**config.mk**
```make
export PLATFORM = sky130hd
export DESIGN_NAME = csf_chassis_status
export DESIGN_NICKNAME = d
export VERILOG_FILES = /design/src/verilog/csf_pkg.sv /design/src/verilog/csf_chassis_status.sv
export SDC_FILE = /design/constraint.sdc
export NUM_CORES = 1
export LEC_CHECK = 0
export BUFFER_PORTS_ARGS = -buffer_cell sky130_fd_sc_hd__clkbuf_2
export CAP_MARGIN = 10
export CORE_ASPECT_RATIO = 1.25
export CORE_MARGIN = 5
export CORE_UTILIZATION = 46
export DETAILED_ROUTE_END_ITERATION = 7
export PLACE_DENSITY = 0.81
export SLEW_MARGIN = 25
export SYNTH_ARGS = -nofsm -noshare
export SYNTH_HDL_FRONTEND = slang
export SYNTH_SLANG_ARGS = --single-unit
```
**constraint.sdc**
```tcl
create_clock -name pclk -period 2.2 [get_ports pclk]
set_clock_uncertainty 0.05 [all_clocks]
set_input_delay 0.33 -clock pclk [delete_from_list [all_inputs] [get_ports pclk]]
set_output_delay 0.33 -clock pclk [all_outputs]
set_load 0.01 [all_outputs]
```
**src/verilog/csf_pkg.sv**
```systemverilog
package csf_pkg;
    localparam logic [28:0] STATUS_ID = 29'h0000_0211;
    localparam logic [28:0] MOTION_CMD_ID = 29'h0000_0111;
    localparam logic [3:0] STATUS_DLC = 4'h8;
    localparam logic [7:0] VST_NORMAL = 8'h00;
    localparam logic [7:0] VST_ESTOP = 8'h01;
    localparam logic [7:0] VST_ABNORMAL = 8'h02;
    localparam logic [7:0] MODE_STANDBY = 8'h00;
    localparam logic [7:0] MODE_HOST = 8'h01;
    localparam logic [7:0] MODE_REMOTE = 8'h03;
    localparam logic [1:0] POS_TOP = 2'h0;
    localparam logic [1:0] POS_MIDDLE = 2'h1;
    localparam logic [1:0] POS_BOTTOM = 2'h2;
    localparam int CLK_HZ = 10_000_000;
    localparam int MS_PER_S = 1000;
    localparam int MS_CYCLES = CLK_HZ / MS_PER_S;
    localparam int TX_PERIOD_MS = 20;
    localparam int CMD_TIMEOUT_MS = 500;
    localparam logic [15:0] ANGLE_LIMIT = 16'h2328;
    localparam logic [31:0] ERR_DEFINED_MASK = 32'h0F3F_FF7F;
    localparam int ERR_HOST_LOST_BIT = 9;
    localparam int ERR_REMOTE_LOST_BIT = 2;
    localparam logic [11:0] ADDR_CTRL = 12'h000;
    localparam logic [11:0] ADDR_VOLTAGE = 12'h004;
    localparam logic [11:0] ADDR_FAULT = 12'h008;
    localparam logic [11:0] ADDR_STATUS = 12'h00C;
    localparam logic [11:0] ADDR_ERROR = 12'h010;
    localparam int CTRL_TX_EN_BIT = 0;
    localparam int CTRL_HOST_EN_BIT = 1;
    localparam logic [1:0] CTRL_RESET = 2'h3;
    localparam logic [15:0] VOLTAGE_RESET = 16'h0000;
    localparam logic [31:0] FAULT_RESET = 32'h0000_0000;
    localparam int ST_VSTATE_LSB = 0;
    localparam int ST_MODE_LSB = 8;
    localparam int ST_ON_BIT = 16;
    localparam int ST_CMD_LOST_BIT = 17;
    localparam int ST_LIGHTS_BIT = 18;
    localparam int ST_PARK_BIT = 19;
    localparam int ST_OBLIQUE_BIT = 20;
    localparam int ST_ARM_BIT = 21;
    localparam int ST_HALT_BIT = 22;

    typedef enum logic [1:0] {
        CSF_STANDBY,
        CSF_HOST,
        CSF_REMOTE
    } csf_mode_t;

    typedef enum logic [1:0] {
        CSF_PWR_OFF,
        CSF_PWR_ARM,
        CSF_PWR_ON
    } csf_pwr_t;
endpackage : csf_pkg

```
**src/verilog/csf_chassis_status.sv**
```systemverilog
// Operation
// - Status frames use 29-bit extended identifiers for a 500 kbit/s CAN link.
// - Multi-byte fields go most significant byte first in the frame.
// - Status frame id 0x211, eight data bytes, sent every 20 ms.
// - Byte 0: vehicle state 0x00 normal, 0x01 emergency, 0x02 abnormal.
// - Byte 1: control mode 0x00 standby, 0x01 host, 0x03 remote.
// - Bytes 2-3: battery voltage in tenths of a volt, unsigned.
// - Bytes 4-7: 32-bit error word, byte 4 most significant.
// - Lever top selects host control; middle or bottom selects remote control.
// - Light switch bottom turns lights off, only in remote mode.
// - Avoidance switch middle position is ignored; avoidance unsupported.
// - Avoidance switch bottom selects parking with wheels locked in X.
// - Switched off while parked needs two power presses to restart.
// - Motion switch top: Ackermann, stick speed and angle, spin on right only.
// - Motion switch bottom: oblique motion, angle limited to 90 degrees.
// - Light bottom, wheel bottom, key press starts steering calibration.
// - Light bottom, wheel top, key press stores steering zero point.
// - Key press outside those combinations clears all latched errors.
// - Remote control has top priority and overrides host commands.
// - Standby after power-up; the remote alone never starts the chassis.
// - Emergency stop input halts at once; release leaves emergency mode.
// - Running chassis accepts host commands and reports its state.
// - Error bits read 1 while active; reserved bits read 0.
// - Motion commands id 0x111 are lost after 500 ms without one.
//
// Local design decisions: register access over APB and the register offsets.
`timescale 1ns/1ps
module csf_chassis_status #(
    parameter int MS_CYCLES = csf_pkg::MS_CYCLES
) (
    input wire logic pclk,
    input wire logic presetn,
    input wire logic psel,
    input wire logic penable,
    input wire logic pwrite,
    input wire logic [11:0] paddr,
    input wire logic [31:0] pwdata,
    output logic [31:0] prdata,
    output logic pready,
    output logic pslverr,
    input wire logic remote_online,
    input wire logic [1:0] control_source_lever,
    input wire logic [1:0] light_switch,
    input wire logic [1:0] avoid_park_switch,
    input wire logic motion_switch_bottom,
    input wire logic [1:0] left_wheel,
    input wire logic function_key,
    input wire logic [15:0] left_stick,
    input wire logic [15:0] right_stick,
    input wire logic estop_n,
    input wire logic power_key,
    input wire logic [31:0] fault_flags,
    input wire logic cmd_rx_valid,
    input wire logic cmd_rx_ext,
    input wire logic [28:0] cmd_rx_id,
    output logic chassis_on,
    output logic halt,
    output logic host_cmd_enable,
    output logic lights_on,
    output logic park_lock,
    output logic motion_oblique,
    output logic spin_mode,
    output logic [15:0] drive_speed,
    output logic [15:0] steer_angle,
    output logic calib_start,
    output logic zero_set,
    output logic tx_valid,
    input wire logic tx_ready,
    output logic tx_ext,
    output logic [28:0] tx_id,
    output logic [3:0] tx_dlc,
    output logic [63:0] tx_data
);
    localparam int MS_W = $clog2(MS_CYCLES + 1);
    localparam logic [MS_W-1:0] MS_LAST = MS_W'(MS_CYCLES - 1);
    localparam logic [4:0] PER_LAST = 5'(csf_pkg::TX_PERIOD_MS - 1);
    localparam logic [8:0] LOST_LIMIT = 9'(csf_pkg::CMD_TIMEOUT_MS);

    typedef struct packed {
        logic estop_s1;
        logic estop_s2;
        logic pwr_s1;
        logic pwr_s2;
        logic pwr_d;
        logic fkey_d;
        logic remote_d;
        logic [MS_W-1:0] ms_cnt;
        logic [4:0] per_cnt;
        logic [8:0] lost_cnt;
        logic cmd_lost;
        csf_pkg::csf_pwr_t pwr;
        logic park_off;
        logic [1:0] ctrl;
        logic [15:0] voltage;
        logic [31:0] sw_fault;
        logic [31:0] err;
        csf_pkg::csf_mode_t mode;
        logic lights;
        logic park;
        logic oblique;
        logic spin;
        logic [15:0] speed;
        logic [15:0] angle;
        logic calib;
        logic zero;
        logic tx_valid;
        logic [63:0] tx_data;
        logic [31:0] prdata;
        logic pslverr;
    } csf_state_t;

    csf_state_t st;
    csf_state_t next_st;

    function automatic logic [7:0] csf_mode_code(input csf_pkg::csf_mode_t m);
        case (m)
            csf_pkg::CSF_HOST: csf_mode_code = csf_pkg::MODE_HOST;
            csf_pkg::CSF_REMOTE: csf_mode_code = csf_pkg::MODE_REMOTE;
            default: csf_mode_code = csf_pkg::MODE_STANDBY;
        endcase
    endfunction : csf_mode_code

    logic estop_act;
    logic ms_tick;
    logic pwr_press;
    logic fkey_press;
    logic combo_calib;
    logic combo_zero;
    logic lever_remote;
    logic [7:0] vstate;
    logic [31:0] err_set;
    logic [31:0] err_clr;
    logic [31:0] status_word;
    logic apb_setup;
    logic apb_write;
    logic signed [15:0] right_s;

    always_comb
    begin
        next_st = st;
        estop_act = ~st.estop_s2;
        ms_tick = (st.ms_cnt == MS_LAST);
        pwr_press = st.pwr_s2 & ~st.pwr_d;
        fkey_press = function_key & ~st.fkey_d;
        lever_remote = (control_source_lever != csf_pkg::POS_TOP);
        right_s = right_stick;
        // Estop and power key are used only as synchronised copies; function_key and remote_online are used raw
        next_st.estop_s1 = estop_n;
        next_st.estop_s2 = st.estop_s1;
        next_st.pwr_s1 = power_key;
        next_st.pwr_s2 = st.pwr_s1;
        next_st.pwr_d = st.pwr_s2;
        next_st.fkey_d = function_key;
        next_st.remote_d = remote_online;

        // Free-running millisecond base
        next_st.ms_cnt = ms_tick ? '0 : st.ms_cnt + 1'b1;

        // Command stream watchdog counted in milliseconds
        if (cmd_rx_valid && cmd_rx_ext && cmd_rx_id == csf_pkg::MOTION_CMD_ID)
        begin
            next_st.lost_cnt = '0;
            next_st.cmd_lost = 1'b0;
        end
        else if (ms_tick && !st.cmd_lost)
        begin
            next_st.lost_cnt = st.lost_cnt + 1'b1;
            if (st.lost_cnt == LOST_LIMIT - 9'h001)
            begin
                next_st.cmd_lost = 1'b1;
            end
        end

        // Power sequencing; a park shutdown arms a second press
        case (st.pwr)
            csf_pkg::CSF_PWR_OFF:
            begin
                if (pwr_press)
                begin
                    next_st.pwr = st.park_off ? csf_pkg::CSF_PWR_ARM : csf_pkg::CSF_PWR_ON;
                end
            end
            csf_pkg::CSF_PWR_ARM:
            begin
                if (pwr_press)
                begin
                    next_st.pwr = csf_pkg::CSF_PWR_ON;
                    next_st.park_off = 1'b0;
                end
            end
            csf_pkg::CSF_PWR_ON:
            begin
                if (pwr_press)
                begin
                    next_st.pwr = csf_pkg::CSF_PWR_OFF;
                    next_st.park_off = st.park;
                end
            end
            default: next_st.pwr = csf_pkg::CSF_PWR_OFF;
        endcase

        // Mode selection; with power on, remote wins whenever it is online and its lever asks for it
        if (st.pwr != csf_pkg::CSF_PWR_ON)
        begin
            next_st.mode = csf_pkg::CSF_STANDBY;
        end
        else if (remote_online && lever_remote)
        begin
            next_st.mode = csf_pkg::CSF_REMOTE;
        end
        else if ((!remote_online || !lever_remote) && !st.cmd_lost
                 && st.ctrl[csf_pkg::CTRL_HOST_EN_BIT])
        begin
            next_st.mode = csf_pkg::CSF_HOST;
        end
        else
        begin
            next_st.mode = csf_pkg::CSF_STANDBY;
        end

        // Remote-only functions; avoidance middle position does nothing
        if (st.mode == csf_pkg::CSF_REMOTE)
        begin
            next_st.lights = (light_switch != csf_pkg::POS_BOTTOM);
            next_st.park = (avoid_park_switch == csf_pkg::POS_BOTTOM);
            next_st.oblique = motion_switch_bottom;
        end
        if (st.pwr != csf_pkg::CSF_PWR_ON)
        begin
            next_st.park = 1'b0;
        end

        // Stick mapping; outputs forced to zero on stop or outside remote
        next_st.spin = 1'b0;
        next_st.speed = '0;
        next_st.angle = '0;
        if (st.mode == csf_pkg::CSF_REMOTE && !estop_act && !st.park)
        begin
            next_st.speed = left_stick;
            if (st.oblique)
            begin
                if (right_s > $signed(csf_pkg::ANGLE_LIMIT))
                begin
                    next_st.angle = csf_pkg::ANGLE_LIMIT;
                end
                else if (right_s < -$signed(csf_pkg::ANGLE_LIMIT))
                begin
                    next_st.angle = 16'(-$signed(csf_pkg::ANGLE_LIMIT));
                end
                else
                begin
                    next_st.angle = right_stick;
                end
            end
            else
            begin
                next_st.angle = right_stick;
                next_st.spin = (left_stick == 16'h0000) && (right_stick != 16'h0000);
            end
        end

        // Function key combinations
        combo_calib = (light_switch == csf_pkg::POS_BOTTOM) && (left_wheel == csf_pkg::POS_BOTTOM);
        combo_zero = (light_switch == csf_pkg::POS_BOTTOM) && (left_wheel == csf_pkg::POS_TOP);
        next_st.calib = fkey_press && combo_calib;
        next_st.zero = fkey_press && combo_zero;
        err_clr = (fkey_press && !combo_calib && !combo_zero) ? '1 : '0;

        // Error latch; a new fault in the clear cycle survives
        err_set = fault_flags | st.sw_fault;
        if (!st.cmd_lost && next_st.cmd_lost && st.mode == csf_pkg::CSF_HOST)
        begin
            err_set[csf_pkg::ERR_HOST_LOST_BIT] = 1'b1;
        end
        if (st.remote_d && !remote_online && st.mode == csf_pkg::CSF_REMOTE)
        begin
            err_set[csf_pkg::ERR_REMOTE_LOST_BIT] = 1'b1;
        end
        next_st.err = ((st.err & ~err_clr) | err_set) & csf_pkg::ERR_DEFINED_MASK;

        if (estop_act)
        begin
            vstate = csf_pkg::VST_ESTOP;
        end
        else if (st.err != 32'h0000_0000)
        begin
            vstate = csf_pkg::VST_ABNORMAL;
        end
        else
        begin
            vstate = csf_pkg::VST_NORMAL;
        end

        // Period timer; a frame still waiting at expiry skips this slot
        if (ms_tick)
        begin
            next_st.per_cnt = (st.per_cnt == PER_LAST) ? 5'h00 : st.per_cnt + 5'h01;
        end
        if (tx_valid && tx_ready)
        begin
            next_st.tx_valid = 1'b0;
        end
        if (ms_tick && st.per_cnt == PER_LAST && !st.tx_valid
            && st.ctrl[csf_pkg::CTRL_TX_EN_BIT])
        begin
            next_st.tx_valid = 1'b1;
            next_st.tx_data = {vstate, csf_mode_code(st.mode), st.voltage, st.err};
        end

        status_word = '0;
        status_word[csf_pkg::ST_VSTATE_LSB +: 8] = vstate;
        status_word[csf_pkg::ST_MODE_LSB +: 8] = csf_mode_code(st.mode);
        status_word[csf_pkg::ST_ON_BIT] = (st.pwr == csf_pkg::CSF_PWR_ON);
        status_word[csf_pkg::ST_CMD_LOST_BIT] = st.cmd_lost;
        status_word[csf_pkg::ST_LIGHTS_BIT] = st.lights;
        status_word[csf_pkg::ST_PARK_BIT] = st.park;
        status_word[csf_pkg::ST_OBLIQUE_BIT] = st.oblique;
        status_word[csf_pkg::ST_ARM_BIT] = (st.pwr == csf_pkg::CSF_PWR_ARM);
        status_word[csf_pkg::ST_HALT_BIT] = estop_act;

        // APB: read data captured in setup so it is steady in access
        apb_setup = psel && !penable;
        apb_write = psel && penable && pwrite;
        if (apb_setup)
        begin
            next_st.prdata = '0;
            next_st.pslverr = 1'b0;
            case (paddr)
                csf_pkg::ADDR_CTRL: next_st.prdata = {30'h0000_0000, st.ctrl};
                csf_pkg::ADDR_VOLTAGE: next_st.prdata = {16'h0000, st.voltage};
                csf_pkg::ADDR_FAULT: next_st.prdata = st.sw_fault;
                csf_pkg::ADDR_STATUS: next_st.prdata = status_word;
                csf_pkg::ADDR_ERROR: next_st.prdata = st.err;
                default: next_st.pslverr = 1'b1;
            endcase
        end
        if (apb_write)
        begin
            case (paddr)
                csf_pkg::ADDR_CTRL: next_st.ctrl = pwdata[1:0];
                csf_pkg::ADDR_VOLTAGE: next_st.voltage = pwdata[15:0];
                csf_pkg::ADDR_FAULT: next_st.sw_fault = pwdata & csf_pkg::ERR_DEFINED_MASK;
                default: next_st.ctrl = st.ctrl;
            endcase
        end
    end

    always_ff @(posedge pclk or negedge presetn)
    begin
        if (!presetn)
        begin
            st.estop_s1 <= 1'b0;
            st.estop_s2 <= 1'b0;
            st.pwr_s1 <= 1'b0;
            st.pwr_s2 <= 1'b0;
            st.pwr_d <= 1'b0;
            st.fkey_d <= 1'b0;
            st.remote_d <= 1'b0;
            st.ms_cnt <= '0;
            st.per_cnt <= 5'h00;
            st.lost_cnt <= 9'h000;
            st.cmd_lost <= 1'b1;
            st.pwr <= csf_pkg::CSF_PWR_OFF;
            st.park_off <= 1'b0;
            st.ctrl <= csf_pkg::CTRL_RESET;
            st.voltage <= csf_pkg::VOLTAGE_RESET;
            st.sw_fault <= csf_pkg::FAULT_RESET;
            st.err <= 32'h0000_0000;
            st.mode <= csf_pkg::CSF_STANDBY;
            st.lights <= 1'b1;
            st.park <= 1'b0;
            st.oblique <= 1'b0;
            st.spin <= 1'b0;
            st.speed <= 16'h0000;
            st.angle <= 16'h0000;
            st.calib <= 1'b0;
            st.zero <= 1'b0;
            st.tx_valid <= 1'b0;
            st.tx_data <= 64'h0000_0000_0000_0000;
            st.prdata <= 32'h0000_0000;
            st.pslverr <= 1'b0;
        end
        else
        begin
            st <= next_st;
        end
    end

    assign prdata = st.prdata;
    assign pready = 1'b1;
    assign pslverr = st.pslverr;
    assign chassis_on = (st.pwr == csf_pkg::CSF_PWR_ON);
    // Stop path is combinational after the synchroniser for minimum latency
    assign halt = ~st.estop_s2;
    // Mode lags power by one edge, so power is gated here too
    assign host_cmd_enable = (st.mode == csf_pkg::CSF_HOST) && st.estop_s2 && chassis_on;
    assign lights_on = st.lights;
    assign park_lock = st.park;
    assign motion_oblique = st.oblique;
    assign spin_mode = st.spin;
    assign drive_speed = st.speed;
    assign steer_angle = st.angle;
    assign calib_start = st.calib;
    assign zero_set = st.zero;
    assign tx_valid = st.tx_valid;
    assign tx_ext = 1'b1;
    assign tx_id = csf_pkg::STATUS_ID;
    assign tx_dlc = csf_pkg::STATUS_DLC;
    assign tx_data = st.tx_data;
endmodule : csf_chassis_status

```
==> flow_summary.ini, run 1 <==
[worst_setup_path]
crit_type = reg -> reg
crit_start = st[242]
crit_required_ps = 2540
critPathMaxStageDelay_ps = 640
worst-r2r-setup-slack_ps = -130
path_buf_inv = 1
endpoint_kind = flop
worstReg2RegEnd = st[226]
crit_fanout = 7
critical_path_depth = 6
worstPathArrival_ps = 2670
slowest_stage = or4_4
start_kind = flop
critPathTopFamily = simple AND/OR/NAND/NOR gates
reg2reg_from = st[242]
reg2reg_depth = 6
cp_cell_sequence = or4b_4 -> or4_4 -> buf_6 -> nor3b_4 -> xnor2_1 -> nor2_1

[timing]
fmax_mhz = 430
rsz0062_at_grt = yes
setup_slack_ps = -127
hold_viol = 0
setup_violations = 51
relSlewSlack_pct = 64.9
tns_ps = -4370
min_period_ps = 2330
worst_pin_slew_ps = 526
finalCritPeriodShare_pct = 106
drv_slew = 0

[clock_network]
cts.clk_slew.worst_paths_ps = 60
clockRootBuffer = clkbuf_16
cts_tree = built
cts_buffers = 23
cts_buffer_depth = 3
clock_sinks = 221
clk_latency_ps = 500
h-tree-depth = 1

[grt]
antenna_found_initial = 0
grt_usage_pct = 21.1
first_global_vias = 7739
grt_overflow = 0
grt_start_max_net_pins = 68
grt_pass1_wl_mm = 42.5

[synthesis]
netlist_area_um2 = 10300
yosysSeqAreaShare_pct = 53.8
syn_inst = 900
synth_edf_count = 0
yosys.area.top_type_share_pct = 52.8
syn-mean-instance-area_um2 = 11.4
synthArstFlopShare_pct = 100
yosys_warnings = 0
yosysUniqueCellTypes = 58
synthTopCellsByArea = dfrtp_1 53%, buf_4 12%, mux2_2 9.5%
synth_ff_type = dfrtp_1
synth_seq_cells = 221
synth_top_area_cell = dfrtp_1

[cells_and_area]
utilization_pct = 57.6
instances_no_fill = 1449
layout_common_cells = 258 x clkbuf_2, 217 x dfrtp_1, 87 x mux2_2
fillCellCount = 1763
final_cell_area_um2 = 12800
drive_above_1_share_pct = 40.3
n_antenna_cell = 0
final_common_cell = clkbuf_2
layout.nets = 1314
area_delta_synth_final_pct = 24.0

[run_status]
violations = setup timing
status = finished, violations left

[placement]
dp.cells = 1347
dp_hpwl_mm = 20.0
portBuffers = 259
dpl_cell_area_um2 = 11300
gp_congestion = 0.850

[floorplan]
rows = 61
core-area_um2 = 22100
initial_core_util_pct = 46.5
io-pin-count = 332
fp.dieArea_um2 = 25500
die_h_um = 177
die_x_um = 144

[detailed_routing]
wl_per_cell_um = 19.7
antenna_left = 0
initialDrtViolationCount = 389
drt-total-wl_mm = 28.6
firstDrtPassIters = 5
num_vias = 7566
viasPerCell = 5.22
remaining_drc_errors = 0

[worst_hold_path]
holdPathStages = 3
whs_endpoint = st[147]
hold_class = in -> reg
holdCritStartpoint = fault_flags[9]

[pwr]
power_leakage_nw = 6.44
power.total_mw = 9.00
p_per_area_nw_per_um2 = 706
ir_drop_uv = 617

[job]
max_cap_violations = 0
[report_power, final]
part	total [mW]	internal (mW)	switching, mW
logic	0.891	0.370	0.521
clock network	3.83	2.24	1.59
registers	4.28	4.18	0.0980
[state kept, by name (all words and copies together), names as in the netlist]
name and flops:
pslverr 1, tx_data 45, st 106, park_lock 1, next_st 3, drive_speed 16
calib_start 1, spin_mode 1, tx_valid 1, lights_on 1, steer_angle 16, prdata 27
motion_oblique 1, zero_set 1
[metal layers]
| layer | part of all wire, % | vias to the layer above | GRT usage [%] |
|---|---|---|---|
| li1 | - | 3435 | - |
| met1 | 37 | 3764 | 25.4 |
| met2 | 52 | 315 | 38.0 |
| met3 | 7.7 | 52 | 4.49 |
| met4 | 3.1 | 0 | 6.08 |
| met5 | 0 | - | 0 |
[cells by family after synthesis]
group                    count (synthesis)  synth area share, %
adder cells (fa/ha/maj)                  6                0.730
other                                    2               0.0730
XOR/XNOR                                19                 1.62
buffers and inverters                  208                 13.7
AO/OA/AOI/OAI                          137                 9.07
multiplexers                            90                 9.93
AND/OR/NAND/NOR                        217                 11.1
flip-flops                             221                 53.8
[cells in the mapped netlist (all sizes together) (2+ instances only)]
master    n
a211o    23
a211oi    3
a21o      2
a21oi    16
a221o     2
a22o      2
a22oi    39
and2     19
and3      5
buf     172
clkbuf   24
conb      2
dfrtp   217
dfstp     4
ha        6
inv      12
mux2     87
mux2i     2
nand2    44
nand2b    6
nand3    15
nand4    13
nor2     55
nor2b     7
nor3     16
nor3b     2
nor4     21
nor4bb    2
o21ai    42
or2       2
or3       2
or4       3
or4b      2
xnor2    12
xor2      7
[final cells by class]
type | instances | area, um^2 | share of cell area (%)
flip-flops and latches | 221 | 5540 | 43.4
multi-input cells | 528 | 3660 | 28.7
repair buffers | 364 | 2420 | 19.0
clock buffers | 29 | 618 | 4.85
well taps | 283 | 354 | 2.78
clock inverters | 12 | 128 | 1.00
inverters | 12 | 45.0 | 0.353
[worst max-delay path by stage]
| stage | end | slack (ps) |
|---|---|---|
| after global routing | st[226] | -170 |
| after floorplan | st[227] | 5 |
| after detailed placement | st[147] | -80 |
| after CTS | st[226] | -70 |
| final | st[226] | -130 |
| after global placement | st[231] | -20 |
[per-stage QoR]
stage | hold slack [ps] | worst slack [ps]
2_1_floorplan | -15.6 | 4.64
3_3_place_gp | 274 | -15.4
3_5_place_dp | 279 | -78.8
4_1_cts | 0.131 | -72.3
5_1_grt | 6.47 | -173
6_report | 1.44 | -127
[worst min-delay path: cells and delay by family]
family | cells | cell delay [ps]
AO/OA/AOI/OAI | 2 | 110
buffers and inverters | 1 | 70
[timing repair]
action,4_1_cts,5_1_grt
gates resized for setup,9,14
hold endpoints to repair,108,0
setup endpoints to repair,48,55
hold buffers,49,0
pin swaps,5,5
cloned,1,6
buffers inserted,3,4
No activity file was read; power rests on OpenSTA's default activity.
==> inputs of run 2 (changes only) <==
--- a/config.mk
+++ b/config.mk
@@ -8,7 +8,6 @@
 export BUFFER_PORTS_ARGS = -buffer_cell sky130_fd_sc_hd__clkbuf_2
 export CAP_MARGIN = 10
 export CORE_ASPECT_RATIO = 1.25
-export CORE_MARGIN = 5
 export CORE_UTILIZATION = 46
 export DETAILED_ROUTE_END_ITERATION = 7
 export PLACE_DENSITY = 0.81
==> flow_summary.ini, run 2 (same netlist as run 1, synthesis figures left out) <==
[worst_setup_path]
worstReg2RegEnd = st[232]
worstPathArrival_ps = 2640
crit_fanout = 7
crit_required_ps = 2540
endpoint_kind = flop
reg2reg_depth = 6
reg2reg_from = st[250]
start_kind = flop
worst-r2r-setup-slack_ps = -100
crit_type = reg -> reg

[grt]
grt_overflow = 0
grt_usage_pct = 23.3
grt_pass1_wl_mm = 41.1
grt_start_max_net_pins = 60
antenna_found_initial = 1
first_global_vias = 7741

[floorplan]
io-pin-count = 332
initial_core_util_pct = 47.4
die_h_um = 169
rows = 60
die_x_um = 136
core-area_um2 = 21700
fp.dieArea_um2 = 23000

[cells_and_area]
instances_no_fill = 1451
utilization_pct = 59.3
top_regs = st: 106 flops, tx_data: 45 flops, prdata: 27 flops
final_common_cell = clkbuf_2
area_delta_synth_final_pct = 25.1
layout.nets = 1319
largest_register_ffs = 106
drive_above_1_share_pct = 39.9
max_flop_register = st
layout_common_cells = 258 x clkbuf_2, 217 x dfrtp_1, 87 x mux2_2
n_antenna_cell = 0

[timing]
setup_slack_ps = -99.2
worst_pin_slew_ps = 805
setup_violations = 49
min_period_ps = 2300
relSlewSlack_pct = 46.3
finalCritPeriodShare_pct = 105
drv_slew = 0
fmax_mhz = 435
rsz0062_at_grt = yes
hold_viol = 0

[clock_network]
cts_buffer_depth = 3
clockRootBuffer = clkbuf_16
cts_buffers = 24
clk_latency_ps = 510
cts_tree = built
clock_sinks = 221
cts.clk_slew.worst_paths_ps = 70
h-tree-depth = 1

[detailed_routing]
initialDrtViolationCount = 459
drt-total-wl_mm = 27.8
antenna_left = 0
viasPerCell = 5.28
num_vias = 7655
remaining_drc_errors = 0
wl_per_cell_um = 19.1
firstDrtPassIters = 5

[worst_hold_path]
whs_endpoint = drive_speed[6]
holdCritStartpoint = left_stick[6]
holdPathStages = 2
hold_class = in -> reg

[placement]
dp_hpwl_mm = 18.9
gp_congestion = 0.819
dp.cells = 1344
portBuffers = 259

[run_status]
status = finished, violations left
violations = setup timing

[pwr]
ir_drop_uv = 702
p_per_area_nw_per_um2 = 737
power_leakage_nw = 6.51

[job]
max_cap_violations = 0
run 2: cell types whose count changed in the layout (fill, tap and decap cells not counted), sizes merged:
cell | before | now
dlygate4sd3 | 49 | 55
clkinvlp | 1 | 2
clkinv | 9 | 1
clkbuf | 291 | 298
buf | 53 | 51
inv | 12 | 13
bufinv | 2 | 3
run 2: stage by stage:
stage / setup TNS [ps] / power, mW / worst slack, ps / area, um^2 / hold slack (ps)
after floorplan: 0 / 4.80 / 4.64 / 10500 / -15.6
after global placement: -152 / 5.15 / -41.8 / 11200 / 247
after detailed placement: -414 / 5.17 / -89.8 / 11200 / 254
after CTS: -111 / 9.57 / -44.0 / 12700 / 2.39
after global routing: -4960 / 9.86 / -128 / 12900 / 2.39
final: -2580 / 9.49 / -99.2 / 12900 / 10.4
run 2: cell type report:
class | count | area (um^2)
Clock inverter | 7 | 119
Clock buffer | 36 | 747
Tap cell | 279 | 349
Timing Repair Buffer | 368 | 2450
Sequential cell | 221 | 5540
Inverter | 12 | 45.0
Fill cell | 1727 | 8830
Multi-Input combinational cell | 528 | 3620
run 2: power by group:
| group | internal [mW] | switching [mW] | leakage, nW |
|---|---|---|---|
| combinational | 0.376 | 0.524 | 3.21 |
| sequential | 4.18 | 0.0976 | 2.87 |
| clock | 2.69 | 1.61 | 0.420 |
run 2: metal layers:
metal | vias to the layer above | global-route usage, % | wire length, um
met5 | - | 0 | 14
met4 | 2 | 8.94 | 840
met3 | 64 | 4.57 | 1950
met2 | 337 | 41.3 | 14400
met1 | 3800 | 27.4 | 10500
li1 | 3452 | - | -
run 2: worst max-delay path by stage:
stage	end	depth (start not counted)	start	slack, ps
2_1_floorplan	st[227]	6	st[250]	5
3_3_place_gp	st[147]	6	st[250]	-40
3_5_place_dp	st[231]	5	st[250]	-90
4_1_cts	st[232]	6	st[249]	-40
5_1_grt	st[232]	6	st[250]	-130
6_report	st[232]	6	st[250]	-100
run 2: timing repair:
item                       CTS  global route
setup endpoints to repair    8            54
pin swaps                    5             2
setup buffers                1             1
gates resized for setup      7             9
hold endpoints to repair   107             0
gates cloned                 0             7
hold buffers                55             0
run 2: critical path: stages, from the launching register on:
cell and delay (ps):
dfrtp_1 380, or4b_4 560, or4_4 600, buf_6 170, nor4_4 210, xnor2_2 180, nor2_2 40
==> inputs of run 3 (changes only) <==
--- a/config.mk
+++ b/config.mk
@@ -11,6 +11,7 @@
 export CORE_UTILIZATION = 46
 export DETAILED_ROUTE_END_ITERATION = 7
 export PLACE_DENSITY = 0.81
+export SKIP_LAST_GASP = 1
 export SLEW_MARGIN = 25
 export SYNTH_ARGS = -nofsm -noshare
 export SYNTH_HDL_FRONTEND = slang
==> constraint.sdc (replaced) <==
create_clock -name pclk -period 2.2 [get_ports pclk]
set_clock_uncertainty 0.05 [all_clocks]
set_input_delay 0.33 -clock pclk [delete_from_list [all_inputs] [get_ports pclk]]
set_output_delay 0.33 -clock pclk [all_outputs]
set_load 0.1 [all_outputs]
==> flow_summary.ini, run 3 (same netlist as run 1, synthesis figures left out) <==
[timing]
worst_pin_slew_ps = 625
fmax_mhz = 441
finalCritPeriodShare_pct = 103
drv_slew = 0
hold_viol = 0
setup_slack_ps = -69.0
rsz0062_at_grt = yes
holdWs_ps = 14.0
relSlewSlack_pct = 58.5
setup_violations = 9
min_period_ps = 2270

[worst_setup_path]
crit_required_ps = 2550
crit_type = reg -> reg
endpoint_kind = flop
crit_fanout = 7
start_kind = flop
worstPathArrival_ps = 2620

[pwr]
pwr-share-clk_pct = 42.1
switching_power_mw = 3.08
p_per_area_nw_per_um2 = 811
p_comb_share_pct = 16.5
internal_power_mw = 7.26
power.total_mw = 10.3
p_sw_share_pct = 29.8
seqPwrFrac_pct = 41.4
ir_drop_uv = 754
power_leakage_nw = 6.39

[cells_and_area]
fillCellCount = 1749
area_delta_synth_final_pct = 23.9
layout_common_cells = 256 x clkbuf_2, 216 x dfrtp_1, 87 x mux2_2
final_cell_area_um2 = 12700
final_common_cell = clkbuf_2
layout.nets = 1309
utilization_pct = 58.7
drive_above_1_share_pct = 39.7
largest_register_ffs = 106
max_flop_register = st
top_regs = st: 106 flops, tx_data: 45 flops, prdata: 27 flops

[clock_network]
cts.clk_slew.worst_paths_ps = 60
clk_latency_ps = 510
clockRootBuffer = clkbuf_16
cts_buffer_depth = 3
cts_tree = built
cts_buffers = 24
h-tree-depth = 1
clock_sinks = 221

[detailed_routing]
remaining_drc_errors = 0
initialDrtViolationCount = 337
num_vias = 7520
viasPerCell = 5.21
wl_per_cell_um = 18.5
firstDrtPassIters = 6
antenna_left = 0
drt-total-wl_mm = 26.7

[floorplan]
fp.dieArea_um2 = 23000
initial_core_util_pct = 47.4
io-pin-count = 332
rows = 60
die_x_um = 136
die_h_um = 169
core-area_um2 = 21700

[placement]
portBuffers = 259
dpl_cell_area_um2 = 11300
dp_hpwl_mm = 18.8
gp_congestion = 0.859

[grt]
grt_overflow = 0
first_global_vias = 7596
grt_start_max_net_pins = 59
grt_pass1_wl_mm = 40.7
grt_usage_pct = 23.1
antenna_found_initial = 1

[run_status]
violations = setup timing
status = finished, violations left

[job]
max_cap_violations = 0

[worst_hold_path]
hold_class = in -> reg
[run 3: changes by cell type in the layout (fill, tap and decap cells not counted), moves of 2 or more]
| cell | previous run | this run |
|---|---|---|
| buf_6 | 6 | 1 |
| clkbuf_16 | 29 | 25 |
| clkbuf_8 | 8 | 4 |
| buf_12 | 6 | 9 |
| buf_4 | 37 | 34 |
| clkinv_2 | 1 | 4 |
| clkbuf_2 | 258 | 256 |
| clkinvlp_4 | 2 | 4 |
| diode_2 | 0 | 2 |
[run 3: area by class of cell]
class	count	area [um^2]	share of cell area [%]
diodes	2	5.00	0.0393
repair buffers	358	2310	18.1
well taps	279	349	2.74
clock buffers	32	692	5.43
clock inverters	12	171	1.34
multi-input cells	528	3630	28.5
inverters	12	48.8	0.383
flip-flops and latches	221	5540	43.4
[run 3: power by group through the flow]
stage	Combinational, mW	Sequential, mW	Clock [mW]
6_report	1.71	4.29	4.35
5_1_grt	1.80	4.30	4.58
4_1_cts	1.71	4.28	4.42
3_5_place_dp	1.61	4.35	0
3_3_place_gp	1.60	4.34	0
2_1_floorplan	1.12	4.47	0
[run 3: worst max-delay path, cell delays in order, from the launching register on]
cell and delay [ps]:
dfrtp_1 380, or4b_4 560, or4_4 610, nor4_2 350
xnor2_1 170, nor2_1 50
[run 3: layer usage]
| layer | track usage, % | wire (um) | vias up |
|---|---|---|---|
| met5 | 0 | 0 | - |
| met4 | 11.4 | 1100 | 0 |
| met1 | 27.4 | 10300 | 3714 |
| met3 | 4.36 | 1660 | 74 |
| met2 | 39.7 | 13600 | 307 |
| li1 | - | - | 3425 |
[run 3: what timing repair did]
item                       in CTS  in global routing
hold buffers                   56                  0
gates resized for setup         5                  7
setup endpoints to repair      10                 53
buffers inserted                1                  2
pin swaps                       4                  5
hold endpoints to repair      233                  0
[run 3: final timing paths]
path | startpoint | endpoint | slack, ps | cells after the start
hold reg to reg | next_st[255] | next_st[254] | 300 | 0
hold / removal | left_stick[0] | drive_speed[0] | 10 | 2
setup / recovery | st[242] | st[229] | -70 | 5
setup reg to reg | st[242] | st[229] | -70 | 5
max in group asynchronous | presetn | drive_speed[15] | 1160 | 3
min in group asynchronous | presetn | calib_start | 190 | 2
[run 3: stage by stage]
stage / TNS [ps] / instances / setup slack [ps]
2_1_floorplan: 0 / 957 / 4.64
3_3_place_gp: -85.4 / 1339 / -30.0
3_5_place_dp: -414 / 1339 / -129
4_1_cts: -199 / 1440 / -43.4
5_1_grt: -2630 / 1443 / -161
6_report: -195 / 1444 / -69.0
